--- src/hw/ufl_pkg.sv ---
// Package: register map, field positions and thresholds for the FIFO level block
package ufl_pkg;
    // Register byte addresses (printed offsets 0x00 and 0x21 are indices)
    localparam logic [7:0]  IDX_MR_POINTER   = 8'h00;
    localparam logic [7:0]  IDX_RX_MODE      = 8'h21;
    localparam logic [11:0] ADDR_MR_POINTER  = 12'h000;
    localparam logic [11:0] ADDR_RX_MODE     = 12'h084;
    localparam logic [11:0] ADDR_FIFO_MODE   = 12'h100;
    localparam logic [11:0] ADDR_RX_LEVEL    = 12'h104;
    localparam logic [11:0] ADDR_TX_LEVEL    = 12'h108;
    localparam logic [11:0] ADDR_COMMAND     = 12'h10C;
    localparam logic [11:0] ADDR_OUT_PORT    = 12'h110;
    localparam logic [11:0] ADDR_IRQ_STATUS  = 12'h114;
    localparam logic [11:0] ADDR_IRQ_MASK    = 12'h118;
    localparam logic [11:0] ADDR_LINE_STATE  = 12'h11C;
    // Field positions
    localparam int FIFO_DEPTH_BIT    = 3;
    localparam int LEVEL_HIGH_BIT    = 6;
    localparam int LEVEL_LOW_BIT     = 6;
    localparam int AUTO_FLOW_BIT     = 7;
    localparam int OUT_PORT_RTS_BIT  = 2;
    localparam int CMD_RTS_ASSERT    = 0;
    localparam int CMD_RTS_NEGATE    = 1;
    // Reset values
    localparam logic [7:0] FIFO_MODE_RESET = 8'h00;
    localparam logic [7:0] RX_MODE_RESET   = 8'h00;
    localparam logic [7:0] OUT_PORT_RESET  = 8'h00;
    localparam logic [1:0] PTR_RESET       = 2'h0;
    // Counts and thresholds
    localparam logic [8:0] DEPTH_SMALL     = 9'h008;
    localparam logic [8:0] DEPTH_LARGE     = 9'h100;
    localparam logic [8:0] RX_SMALL_LV1    = 9'h003;
    localparam logic [8:0] RX_SMALL_LV2    = 9'h006;
    localparam logic [8:0] TX_SMALL_LV1    = 9'h004;
    localparam logic [8:0] TX_SMALL_LV2    = 9'h006;
    localparam logic [8:0] LARGE_LV1       = 9'h080;
    localparam logic [8:0] LARGE_LV2       = 9'h0C0;
    localparam logic [8:0] ONE_ENTRY       = 9'h001;
    localparam logic [8:0] FLOW_THRESHOLD  = 9'h0F0;
    // Interrupt status bit positions
    localparam int IRQ_RX_LEVEL = 0;
    localparam int IRQ_TX_LEVEL = 1;
    localparam int IRQ_FLOW_HOLD = 2;
    localparam int IRQ_WIDTH    = 3;
endpackage

--- src/hw/ufl_top.sv ---
// FIFO level interrupts and receiver automatic flow control with APB slave
// Functional notes
// Large FIFO rx levels: 1,128,192,256 held
// Small FIFO tx levels: 8,4,6,1 empty
// Large FIFO tx levels: 256,128,192,1 empty
// Receiver mode reachable directly and via pointer
// Auto flow negates on start at 240+
// Reassert once fill drops below 240
// Small FIFO negates at full, position 8
// Software drives line via command/port bits
// Software avoids mixing hardware and in-band flow
// Remote transmitter stops on inactive permit
// Depth bit: 0 selects 8, 1 selects 256
// Small FIFO rx levels: 1,3,6,8 held
// FIFO requests follow their condition only

`timescale 1ns/1ps
module ufl_top (
    // APB clock and reset
    input  wire logic        pclk,
    input  wire logic        presetn,
    // APB slave
    input  wire logic        psel,
    input  wire logic        penable,
    input  wire logic        pwrite,
    input  wire logic [11:0] paddr,
    input  wire logic [31:0] pwdata,
    output logic      [31:0] prdata,
    output logic             pready,
    output logic             pslverr,
    // UART datapath status (same clock domain)
    input  wire logic [8:0]  rx_fill_count,
    input  wire logic [8:0]  tx_fill_count,
    input  wire logic        rx_start_bit,
    // FIFO level requests and interrupt
    output logic             rx_has_data,
    output logic             tx_has_space,
    output logic             irq,
    // Request-to-send on port pin two, active low
    output logic             flow_hold_out_n
);
    // Software-visible registers
    logic [7:0]  fifo_mode_control_q;
    logic [7:0]  receiver_mode_control_q;
    logic [7:0]  output_port_q;
    logic [1:0]  mr_ptr_q;
    logic [2:0]  irq_status_q;
    logic [2:0]  irq_mask_q;
    logic        rts_cmd_q;

    // Flow hold and its delayed copy
    logic        auto_hold_q;
    logic        hold_q;

    // Level results and registered requests
    logic        rx_hit;
    logic        tx_hit;
    logic        rx_has_data_q;
    logic        tx_has_space_q;
    logic        irq_q;

    // Bus response
    logic [31:0] prdata_q;
    logic        pready_q;
    logic        pslverr_q;

    // Decoded fields and fill arithmetic
    logic        fifo_depth_select;
    logic [1:0]  level_sel;
    logic        rx_auto_flow_enable;
    logic [8:0]  depth;
    logic [8:0]  tx_empty;
    logic        flow_full;

    // Bus strobes and interrupt events
    logic        wr_go;
    logic        rd_go;
    logic [2:0]  irq_event;

    // Decodes whether an address is mapped; other addresses get an error response
    // Writes anywhere else are dropped
    function automatic logic addr_mapped(input logic [11:0] a);
        case (a)
            ufl_pkg::ADDR_MR_POINTER, ufl_pkg::ADDR_RX_MODE,
            ufl_pkg::ADDR_FIFO_MODE,  ufl_pkg::ADDR_RX_LEVEL,
            ufl_pkg::ADDR_TX_LEVEL,   ufl_pkg::ADDR_COMMAND,
            ufl_pkg::ADDR_OUT_PORT,   ufl_pkg::ADDR_IRQ_STATUS,
            ufl_pkg::ADDR_IRQ_MASK,   ufl_pkg::ADDR_LINE_STATE:
                addr_mapped = 1'b1;
            default: addr_mapped = 1'b0;
        endcase
    endfunction

    // Configuration fields
    assign fifo_depth_select   = fifo_mode_control_q[ufl_pkg::FIFO_DEPTH_BIT];
    assign level_sel = {fifo_mode_control_q[ufl_pkg::LEVEL_HIGH_BIT],
                        receiver_mode_control_q[ufl_pkg::LEVEL_LOW_BIT]};
    assign rx_auto_flow_enable = receiver_mode_control_q[ufl_pkg::AUTO_FLOW_BIT];
    assign depth = fifo_depth_select ? ufl_pkg::DEPTH_LARGE
                                     : ufl_pkg::DEPTH_SMALL;
    // Wraps if a count ever exceeds the depth
    assign tx_empty = depth - tx_fill_count;
    // Small FIFO uses full (8), large uses 240
    assign flow_full = fifo_depth_select
                     ? (rx_fill_count >= ufl_pkg::FLOW_THRESHOLD)
                     : (rx_fill_count >= ufl_pkg::DEPTH_SMALL);

    // APB access phase; one registered answer in the cycle after the access cycle
    // pready_q blocks a second take
    assign wr_go = psel && penable && pwrite && !pready_q;
    assign rd_go = psel && penable && !pwrite && !pready_q;

    // Level comparators for receive and transmit FIFOs
    // is_tx selects the empty-count table
    ufl_level_cmp u_rx_cmp (
        .depth_large (fifo_depth_select),
        .level_sel   (level_sel),
        .is_tx       (1'b0),
        .amount      (rx_fill_count),
        .hit         (rx_hit)
    );

    ufl_level_cmp u_tx_cmp (
        .depth_large (fifo_depth_select),
        .level_sel   (level_sel),
        .is_tx       (1'b1),
        .amount      (tx_empty),
        .hit         (tx_hit)
    );

    // Mode registers, direct and through the legacy pointer
    // The pointer parks at two, where writes fall through
    always_ff @(posedge pclk or negedge presetn) begin
        if (!presetn) begin
            fifo_mode_control_q     <= ufl_pkg::FIFO_MODE_RESET;
            receiver_mode_control_q <= ufl_pkg::RX_MODE_RESET;
            mr_ptr_q                <= ufl_pkg::PTR_RESET;
        end else if (wr_go) begin
            case (paddr)
                ufl_pkg::ADDR_FIFO_MODE:
                    fifo_mode_control_q <= pwdata[7:0];
                ufl_pkg::ADDR_RX_MODE:
                    receiver_mode_control_q <= pwdata[7:0];
                ufl_pkg::ADDR_MR_POINTER: begin
                    // Pointer 0 hits FIFO mode, 1 the receiver mode
                    if (mr_ptr_q == 2'h0) begin
                        fifo_mode_control_q <= pwdata[7:0];
                    end else if (mr_ptr_q == 2'h1) begin
                        receiver_mode_control_q <= pwdata[7:0];
                    end
                    if (mr_ptr_q != 2'h2) begin
                        mr_ptr_q <= mr_ptr_q + 2'h1;
                    end
                end
                ufl_pkg::ADDR_COMMAND: begin
                    if (pwdata[3:2] == 2'h1) begin
                        mr_ptr_q <= 2'h0; // Pointer reset command
                    end
                end
                default: ;
            endcase
        end
    end

    // Output port and command driven software request-to-send
    // Assert wins when both command bits are set
    always_ff @(posedge pclk or negedge presetn) begin
        if (!presetn) begin
            output_port_q <= ufl_pkg::OUT_PORT_RESET;
            rts_cmd_q     <= 1'b0;
        end else if (wr_go && paddr == ufl_pkg::ADDR_OUT_PORT) begin
            output_port_q <= pwdata[7:0];
        end else if (wr_go && paddr == ufl_pkg::ADDR_COMMAND) begin
            if (pwdata[ufl_pkg::CMD_RTS_ASSERT]) begin
                output_port_q[ufl_pkg::OUT_PORT_RTS_BIT] <= 1'b1;
            end else if (pwdata[ufl_pkg::CMD_RTS_NEGATE]) begin
                output_port_q[ufl_pkg::OUT_PORT_RTS_BIT] <= 1'b0;
            end
            rts_cmd_q <= pwdata[ufl_pkg::CMD_RTS_ASSERT];
        end
    end

    // Automatic hold: set on start bit when near full, clear below level
    // Both negation and reassertion are automatic
    always_ff @(posedge pclk or negedge presetn) begin
        if (!presetn) begin
            auto_hold_q <= 1'b0;
        end else if (!rx_auto_flow_enable) begin
            auto_hold_q <= 1'b0;
        end else if (rx_start_bit && flow_full) begin
            auto_hold_q <= 1'b1;
        end else if (!flow_full) begin
            auto_hold_q <= 1'b0;
        end
    end

    // Line output: low when software asserts and no automatic hold
    // Registered so the pin never glitches
    always_ff @(posedge pclk or negedge presetn) begin
        if (!presetn) begin
            flow_hold_out_n <= 1'b1;
            hold_q          <= 1'b0;
        end else begin
            flow_hold_out_n <= !(output_port_q[ufl_pkg::OUT_PORT_RTS_BIT]
                                 && !auto_hold_q);
            hold_q          <= auto_hold_q;
        end
    end

    // Level requests follow their condition every cycle
    // They trail the fill counts by one cycle
    always_ff @(posedge pclk or negedge presetn) begin
        if (!presetn) begin
            rx_has_data_q  <= 1'b0;
            tx_has_space_q <= 1'b0;
        end else begin
            rx_has_data_q  <= rx_hit;
            tx_has_space_q <= tx_hit;
        end
    end

    // Rising edges of the requests and of automatic hold are events
    // Delayed copies reset low, so a condition already true out of reset raises an event
    assign irq_event = {auto_hold_q & ~hold_q,
                        tx_hit & ~tx_has_space_q,
                        rx_hit & ~rx_has_data_q};

    // Sticky status, write one to clear, set wins over clear
    // Mask writes never touch status
    always_ff @(posedge pclk or negedge presetn) begin
        if (!presetn) begin
            irq_status_q <= 3'h0;
            irq_mask_q   <= 3'h0;
        end else begin
            if (wr_go && paddr == ufl_pkg::ADDR_IRQ_MASK) begin
                irq_mask_q <= pwdata[2:0];
            end
            if (wr_go && paddr == ufl_pkg::ADDR_IRQ_STATUS) begin
                irq_status_q <= (irq_status_q & ~pwdata[2:0]) | irq_event;
            end else begin
                irq_status_q <= irq_status_q | irq_event;
            end
        end
    end

    // Interrupt level
    // Masked events stay visible in status
    always_ff @(posedge pclk or negedge presetn) begin
        if (!presetn) begin
            irq_q <= 1'b0;
        end else begin
            irq_q <= |(irq_status_q & irq_mask_q);
        end
    end

    // APB read data and completion
    // Read data is zero outside the answer cycle
    always_ff @(posedge pclk or negedge presetn) begin
        if (!presetn) begin
            prdata_q  <= 32'h0000_0000;
            pready_q  <= 1'b0;
            pslverr_q <= 1'b0;
        end else begin
            pready_q  <= psel && penable && !pready_q;
            pslverr_q <= psel && penable && !pready_q && !addr_mapped(paddr);
            prdata_q  <= 32'h0000_0000;
            if (rd_go) begin
                case (paddr)
                    ufl_pkg::ADDR_MR_POINTER: begin
                        if (mr_ptr_q == 2'h0) begin
                            prdata_q[7:0] <= fifo_mode_control_q;
                        end else if (mr_ptr_q == 2'h1) begin
                            prdata_q[7:0] <= receiver_mode_control_q;
                        end
                    end
                    ufl_pkg::ADDR_RX_MODE:
                        prdata_q[7:0] <= receiver_mode_control_q;
                    ufl_pkg::ADDR_FIFO_MODE:
                        prdata_q[7:0] <= fifo_mode_control_q;
                    ufl_pkg::ADDR_RX_LEVEL:
                        prdata_q[8:0] <= rx_fill_count;
                    ufl_pkg::ADDR_TX_LEVEL:
                        prdata_q[8:0] <= tx_fill_count;
                    ufl_pkg::ADDR_OUT_PORT:
                        prdata_q[7:0] <= output_port_q;
                    ufl_pkg::ADDR_IRQ_STATUS:
                        prdata_q[2:0] <= irq_status_q;
                    ufl_pkg::ADDR_IRQ_MASK:
                        prdata_q[2:0] <= irq_mask_q;
                    ufl_pkg::ADDR_LINE_STATE:
                        prdata_q[3:0] <= {rts_cmd_q, auto_hold_q,
                                          tx_has_space_q, rx_has_data_q};
                    default: prdata_q <= 32'h0000_0000;
                endcase
            end
        end
    end

    // Ports straight from their flip-flops
    assign prdata       = prdata_q;
    assign pready       = pready_q;
    assign pslverr      = pslverr_q;
    assign rx_has_data  = rx_has_data_q;
    assign tx_has_space = tx_has_space_q;
    assign irq          = irq_q;
endmodule

--- src/hw/ufl_level_cmp.sv ---
// Fill-level comparator: picks a FIFO interrupt threshold from the mode bits
`timescale 1ns/1ps
module ufl_level_cmp (
    // Configuration
    input  wire logic       depth_large,
    input  wire logic [1:0] level_sel,
    input  wire logic       is_tx,
    // Occupancy of the FIFO (entries held, or entries empty for tx)
    input  wire logic [8:0] amount,
    // Result
    output logic            hit
);
    logic [8:0] thresh;

    // Threshold table for both depths and directions
    always_comb begin
        thresh = ufl_pkg::ONE_ENTRY;
        case (level_sel)
            2'h0: begin
                if (is_tx) begin
                    thresh = depth_large ? ufl_pkg::DEPTH_LARGE
                                         : ufl_pkg::DEPTH_SMALL;
                end else begin
                    thresh = ufl_pkg::ONE_ENTRY;
                end
            end
            2'h1: begin
                if (depth_large) begin
                    thresh = ufl_pkg::LARGE_LV1;
                end else begin
                    thresh = is_tx ? ufl_pkg::TX_SMALL_LV1
                                   : ufl_pkg::RX_SMALL_LV1;
                end
            end
            2'h2: begin
                if (depth_large) begin
                    thresh = ufl_pkg::LARGE_LV2;
                end else begin
                    thresh = is_tx ? ufl_pkg::TX_SMALL_LV2
                                   : ufl_pkg::RX_SMALL_LV2;
                end
            end
            2'h3: begin
                if (is_tx) begin
                    thresh = ufl_pkg::ONE_ENTRY;
                end else begin
                    thresh = depth_large ? ufl_pkg::DEPTH_LARGE
                                         : ufl_pkg::DEPTH_SMALL;
                end
            end
            default: thresh = ufl_pkg::ONE_ENTRY;
        endcase
    end

    // Condition holds only while the amount reaches the threshold
    assign hit = (amount >= thresh);
endmodule

--- config.mk ---
export PLATFORM = sky130hd
export DESIGN_NAME = ufl_top
export DESIGN_NICKNAME = d
export VERILOG_FILES = /design/src/hw/ufl_pkg.sv /design/src/hw/ufl_top.sv /design/src/hw/ufl_level_cmp.sv
export SDC_FILE = /design/constraint.sdc
export NUM_CORES = 1
export LEC_CHECK = 0
export BUFFER_PORTS_ARGS = -buffer_cell sky130_fd_sc_hd__buf_2
export CORE_AREA = 4 4 141 109
export CTS_BUF_LIST = sky130_fd_sc_hd__clkbuf_8
export DETAILED_ROUTE_END_ITERATION = 7
export DIE_AREA = 0 0 145 113
export PLACE_DENSITY = 0.52
export SETUP_SLACK_MARGIN = 0.05
export SKIP_LAST_GASP = 1
export SYNTH_ARGS = -nofsm -noshare
export SYNTH_HDL_FRONTEND = slang
export SYNTH_SLANG_ARGS = --single-unit
--- constraint.sdc ---
create_clock -name pclk -period 2.4 [get_ports pclk]
set_input_delay 0.36 -clock pclk [delete_from_list [all_inputs] [get_ports pclk]]
set_output_delay 0.36 -clock pclk [all_outputs]
set_load 0.05 [all_outputs]
==> impl_results.md <==
* Status: complete, but fails checks
* Failing checks: hold timing
* GRT Overall Usage at 0.1234
* Port-buffer cells at 58
* Initial DRC count at 282
* Worst path bufs/invs at 1
* Row cnt at 38
* Skew-Pair Late Insertion Delay at 320 ps
* Worst Skew at 14.31 ps
* CTS tree: yes
* Design area at 4213 um^2
* Top area cells in the synthesized netlist: dfrtp_1, mux2_2, ha_1, buf_4, inv_1
* Clock-pin slew on the worst setup and hold paths at 100 ps
* Seq pwr share at 0.488
* Post-CTS Hold Buffers at 0
* Hold Fails Final Rpt at 3
* Post-synth ARST share at 1.000
* Number of flops mapped to enable cells by yosys at 0
* Vias in the first global route at 2926
* I/O pin count at 106
* Placed Area at 4064 um^2
* Avg WL per Cell at 17.16 um
* Critical Path RT at 2600 ps
* Fraction of layout cells with a size suffix above 1 at 0.3639
* Register area share after synthesis at 0.3659
* Fillers at 1478
* Max-slew headroom at 0.3937
* Post-synthesis cell type with the largest combined area: dfrtp_1
* Setup violators final at 0
* GPL Wtd Cong at 0.8507
* Synthesized instance count at 331
* Final nets at 501
* Leak at 1.905 nW
* DRC viols at 0
* Die height at 113 um
* CP Cell Sequence: inv_2 > ha_4 > nand3b_1 > nor2b_4 > nor3_4 > xnor2_1 > ha_2 > o211ai_1 > or2_4 > nand4b_1 > o2111ai_1
* Int Power at 1.173 mW
* Via count at 2877
* Gate power share at 0.202
* Total congestion overflow at 0
* Count leader, synth: dfrtp_1
* Power Dens Cells at 414.5 nW/um^2
* Worst R2R Setup Slack at 80 ps
* Worst-Margin Slew at 901.8 ps
* Worst path arrival time at 2520 ps
* Switching Fraction at 0.3283
* WL final at 10210 um
* Max-cap violations at 0
* Period utilization at 0.9666
* Post-synthesis xor/xnor area fraction at 0.02047
* Crit path capture type: register
* Top delay family on crit path: simple AND/OR/NAND/NOR gates
* Min cycle time layout at 2320 ps
* Nature of the critical path startpoint: register
* Htree depth at 2
* Detailed Place HPWL at 8069 um
* Drt pass-1 iters at 6
* Placed Cells at 585
* Top FF cell, synth: dfrtp_1
* Via density at 4.835
* Cells on worst reg2reg path at 11
* Avg Cell Area, Syn at 10.34 um^2
* Synth warnings at 0
* Critical path peak fanout at 2
* Die width at 145 um
* Unrepaired setup endpoints after global routing: yes
* P_sw at 0.5732 mW
* Achievable frequency at 431.1 MHz
* FF/Latch Area at 1252 um^2
* P&R area growth vs syn at 23.06%
* Slew Limit Fails at 0
* Crit path kind: reg2reg
* Area of the multi-input gates at 1986 um^2
* First-pass GRT wire length at 15880 um
* Clk sinks at 50
* Instance count on the critical path at 11
* CTS root buf: clkbuf_8
* Worst hold margin at -7.754 ps
* DIE AREA at 16390 um^2
* Share of the synthesized area in the top cell type at 0.3582
* Fraction of the mapped netlist area in adder cells at 0.06944
* ANT cells at 0
* Clk pwr share at 0.309
* Antenna violations before repair at 0
* Worst hold path type: in2async
* Netlist Area Pre-Place at 3423 um^2
* Core area at 14120 um^2
* Slowest cell on crit path: dfrtp_1
* Largest family of logic cells by synthesized area: simple AND/OR/NAND/NOR gates
* Worst-case clock buffer depth at 2
* Initial Util at 0.2424
* Mux contribution to synthesized area at 0.1067
* Maximum VDD drop at 0.0001867 V
* Max stage delay on crit path at 370 ps
* Post-synthesis compound-gate area fraction at 0.1305
* Yosys reg bits at 50
* Number of buffers created by CTS at 5
* Post-synth top cells: dfrtp_1, mux2_2, buf_4
* Power, Total at 1.746 mW
* Pin count of the biggest net entering global routing at 51
* Final std cells w/o fill at 595
* Antenna-violating nets left at 0
* Post-synthesis simple-gate area fraction at 0.2135
* Synth cell types at 62
[through the flow]
stage            util  hold WS (ps)  TNS [ps]  setup WS (ps)
2_1_floorplan       -         64.41         0          58.66
3_3_place_gp   0.2878         371.4    -75.65         -75.65
3_5_place_dp   0.2878         374.3    -176.0         -176.0
4_1_cts        0.2968         13.02         0          69.48
5_1_grt        0.2983         19.87    -98.52         -74.14
6_report       0.2983        -7.754         0          80.13
[cell families after synthesis]
group / after synthesis
AOI/OAI and AO/OA: 60
xor gates and xnor gates: 8
adders and majority gates: 19
buffers and inverters: 54
DFF: 50
muxes: 32
other: 1
and+or+nand+nor: 107
[path summary, 6_finish.rpt]
path,from,endpoint
worst max-delay path,fifo_mode_control_q[3]$_DFFE_PN0P_,irq_status_q[1]$_DFF_PN0_
worst min-delay path,presetn,prdata[8]$_DFF_PN0_
worst max register to register,fifo_mode_control_q[3]$_DFFE_PN0P_,irq_status_q[1]$_DFF_PN0_
worst min register to register,hold_q$_DFF_PN0_,irq_status_q[2]$_DFF_PN0_
max in group asynchronous,presetn,flow_hold_out_n$_DFF_PN1_
min in group pclk,pwdata[4],fifo_mode_control_q[4]$_DFFE_PN0P_
[power by group through the flow]
stage                     logic (mW)  registers, mW  clock network (mW)
after floorplan                0.220          0.886                   0
after global placement         0.338          0.869                   0
after detailed placement       0.343          0.870                   0
after CTS                      0.349          0.853               0.562
after global routing           0.384          0.854               0.595
final                          0.353          0.853               0.540
[registers in the layout, summed over array words and instances (netlist names)]
name                     cells
auto_hold_q                  1
fifo_mode_control_q          8
flow_hold_out_n              1
hold_q                       1
irq                          1
irq_mask_q                   3
irq_status_q                 3
mr_ptr_q                     2
output_port_q                8
prdata                       9
pready                       1
pslverr                      1
receiver_mode_control_q      8
rts_cmd_q                    1
rx_has_data                  1
tx_has_space                 1
[final cells by class]
cell class | instances | share of cell area
clock buffer | 5 | 0.01634
clock inverter | 3 | 0.006831
inverter | 17 | 0.01515
multi-input combinational | 249 | 0.4713
sequential | 50 | 0.2973
tap | 180 | 0.05346
timing repair buffer | 91 | 0.1396
[timing repair]
action / CTS / global route
gates resized for setup: 6 / 2
buffers inserted: 1 / 1
endpoints found under the setup margin: 1 / 3
pin swaps: 4 / 4
[placed cells by master, fill, tap and decap left out, types with 3 or more instances in the layout]
cell type  netlist  routed
a21oi_1         11      11
xnor2_1          4       4
a32oi_1          6       6
o21ai_0         10      10
ha_1            19      17
nor2_1          12      12
a222oi_1         5       5
or4_1            4       4
inv_1           17      16
nor3_2           4       5
dfrtp_1         49      49
xor2_1           4       4
buf_4           23      29
nor4b_1          3       3
nand3b_1         5       5
nand2b_1         5       5
clkbuf_8         0       5
nand2_1         17      17
nand3_1          7       7
mux2_2          25      25
o31ai_1          3       3
or4b_1           4       4
or3_1            7       7
nor4_1           4       4
o211ai_1         5       5
buf_12           0       4
mux2i_1          5       5
conb_1           1      23
buf_2            3      58
a22oi_1          4       4
nor3_1          10       8
nand4b_1         5       5
[worst register-to-register path, cell delays in order (launching register included)]
cell and delay (ps):
dfrtp_1 370, inv_2 60, ha_4 260, nand3b_1 100, nor2b_4 160, nor3_4 130, xnor2_1 140, ha_2 290
o211ai_1 280, or2_4 180, nand4b_1 100, o2111ai_1 110
[layer usage]
layer	vias up	GRT usage	wire length, um
met2	113	0.1822	4372
met4	0	0.02848	110
met3	11	0.03122	713
li1	1357	-	-
met5	-	0	0
met1	1396	0.1816	5015
No activity file was read; power rests on OpenSTA's default activity.
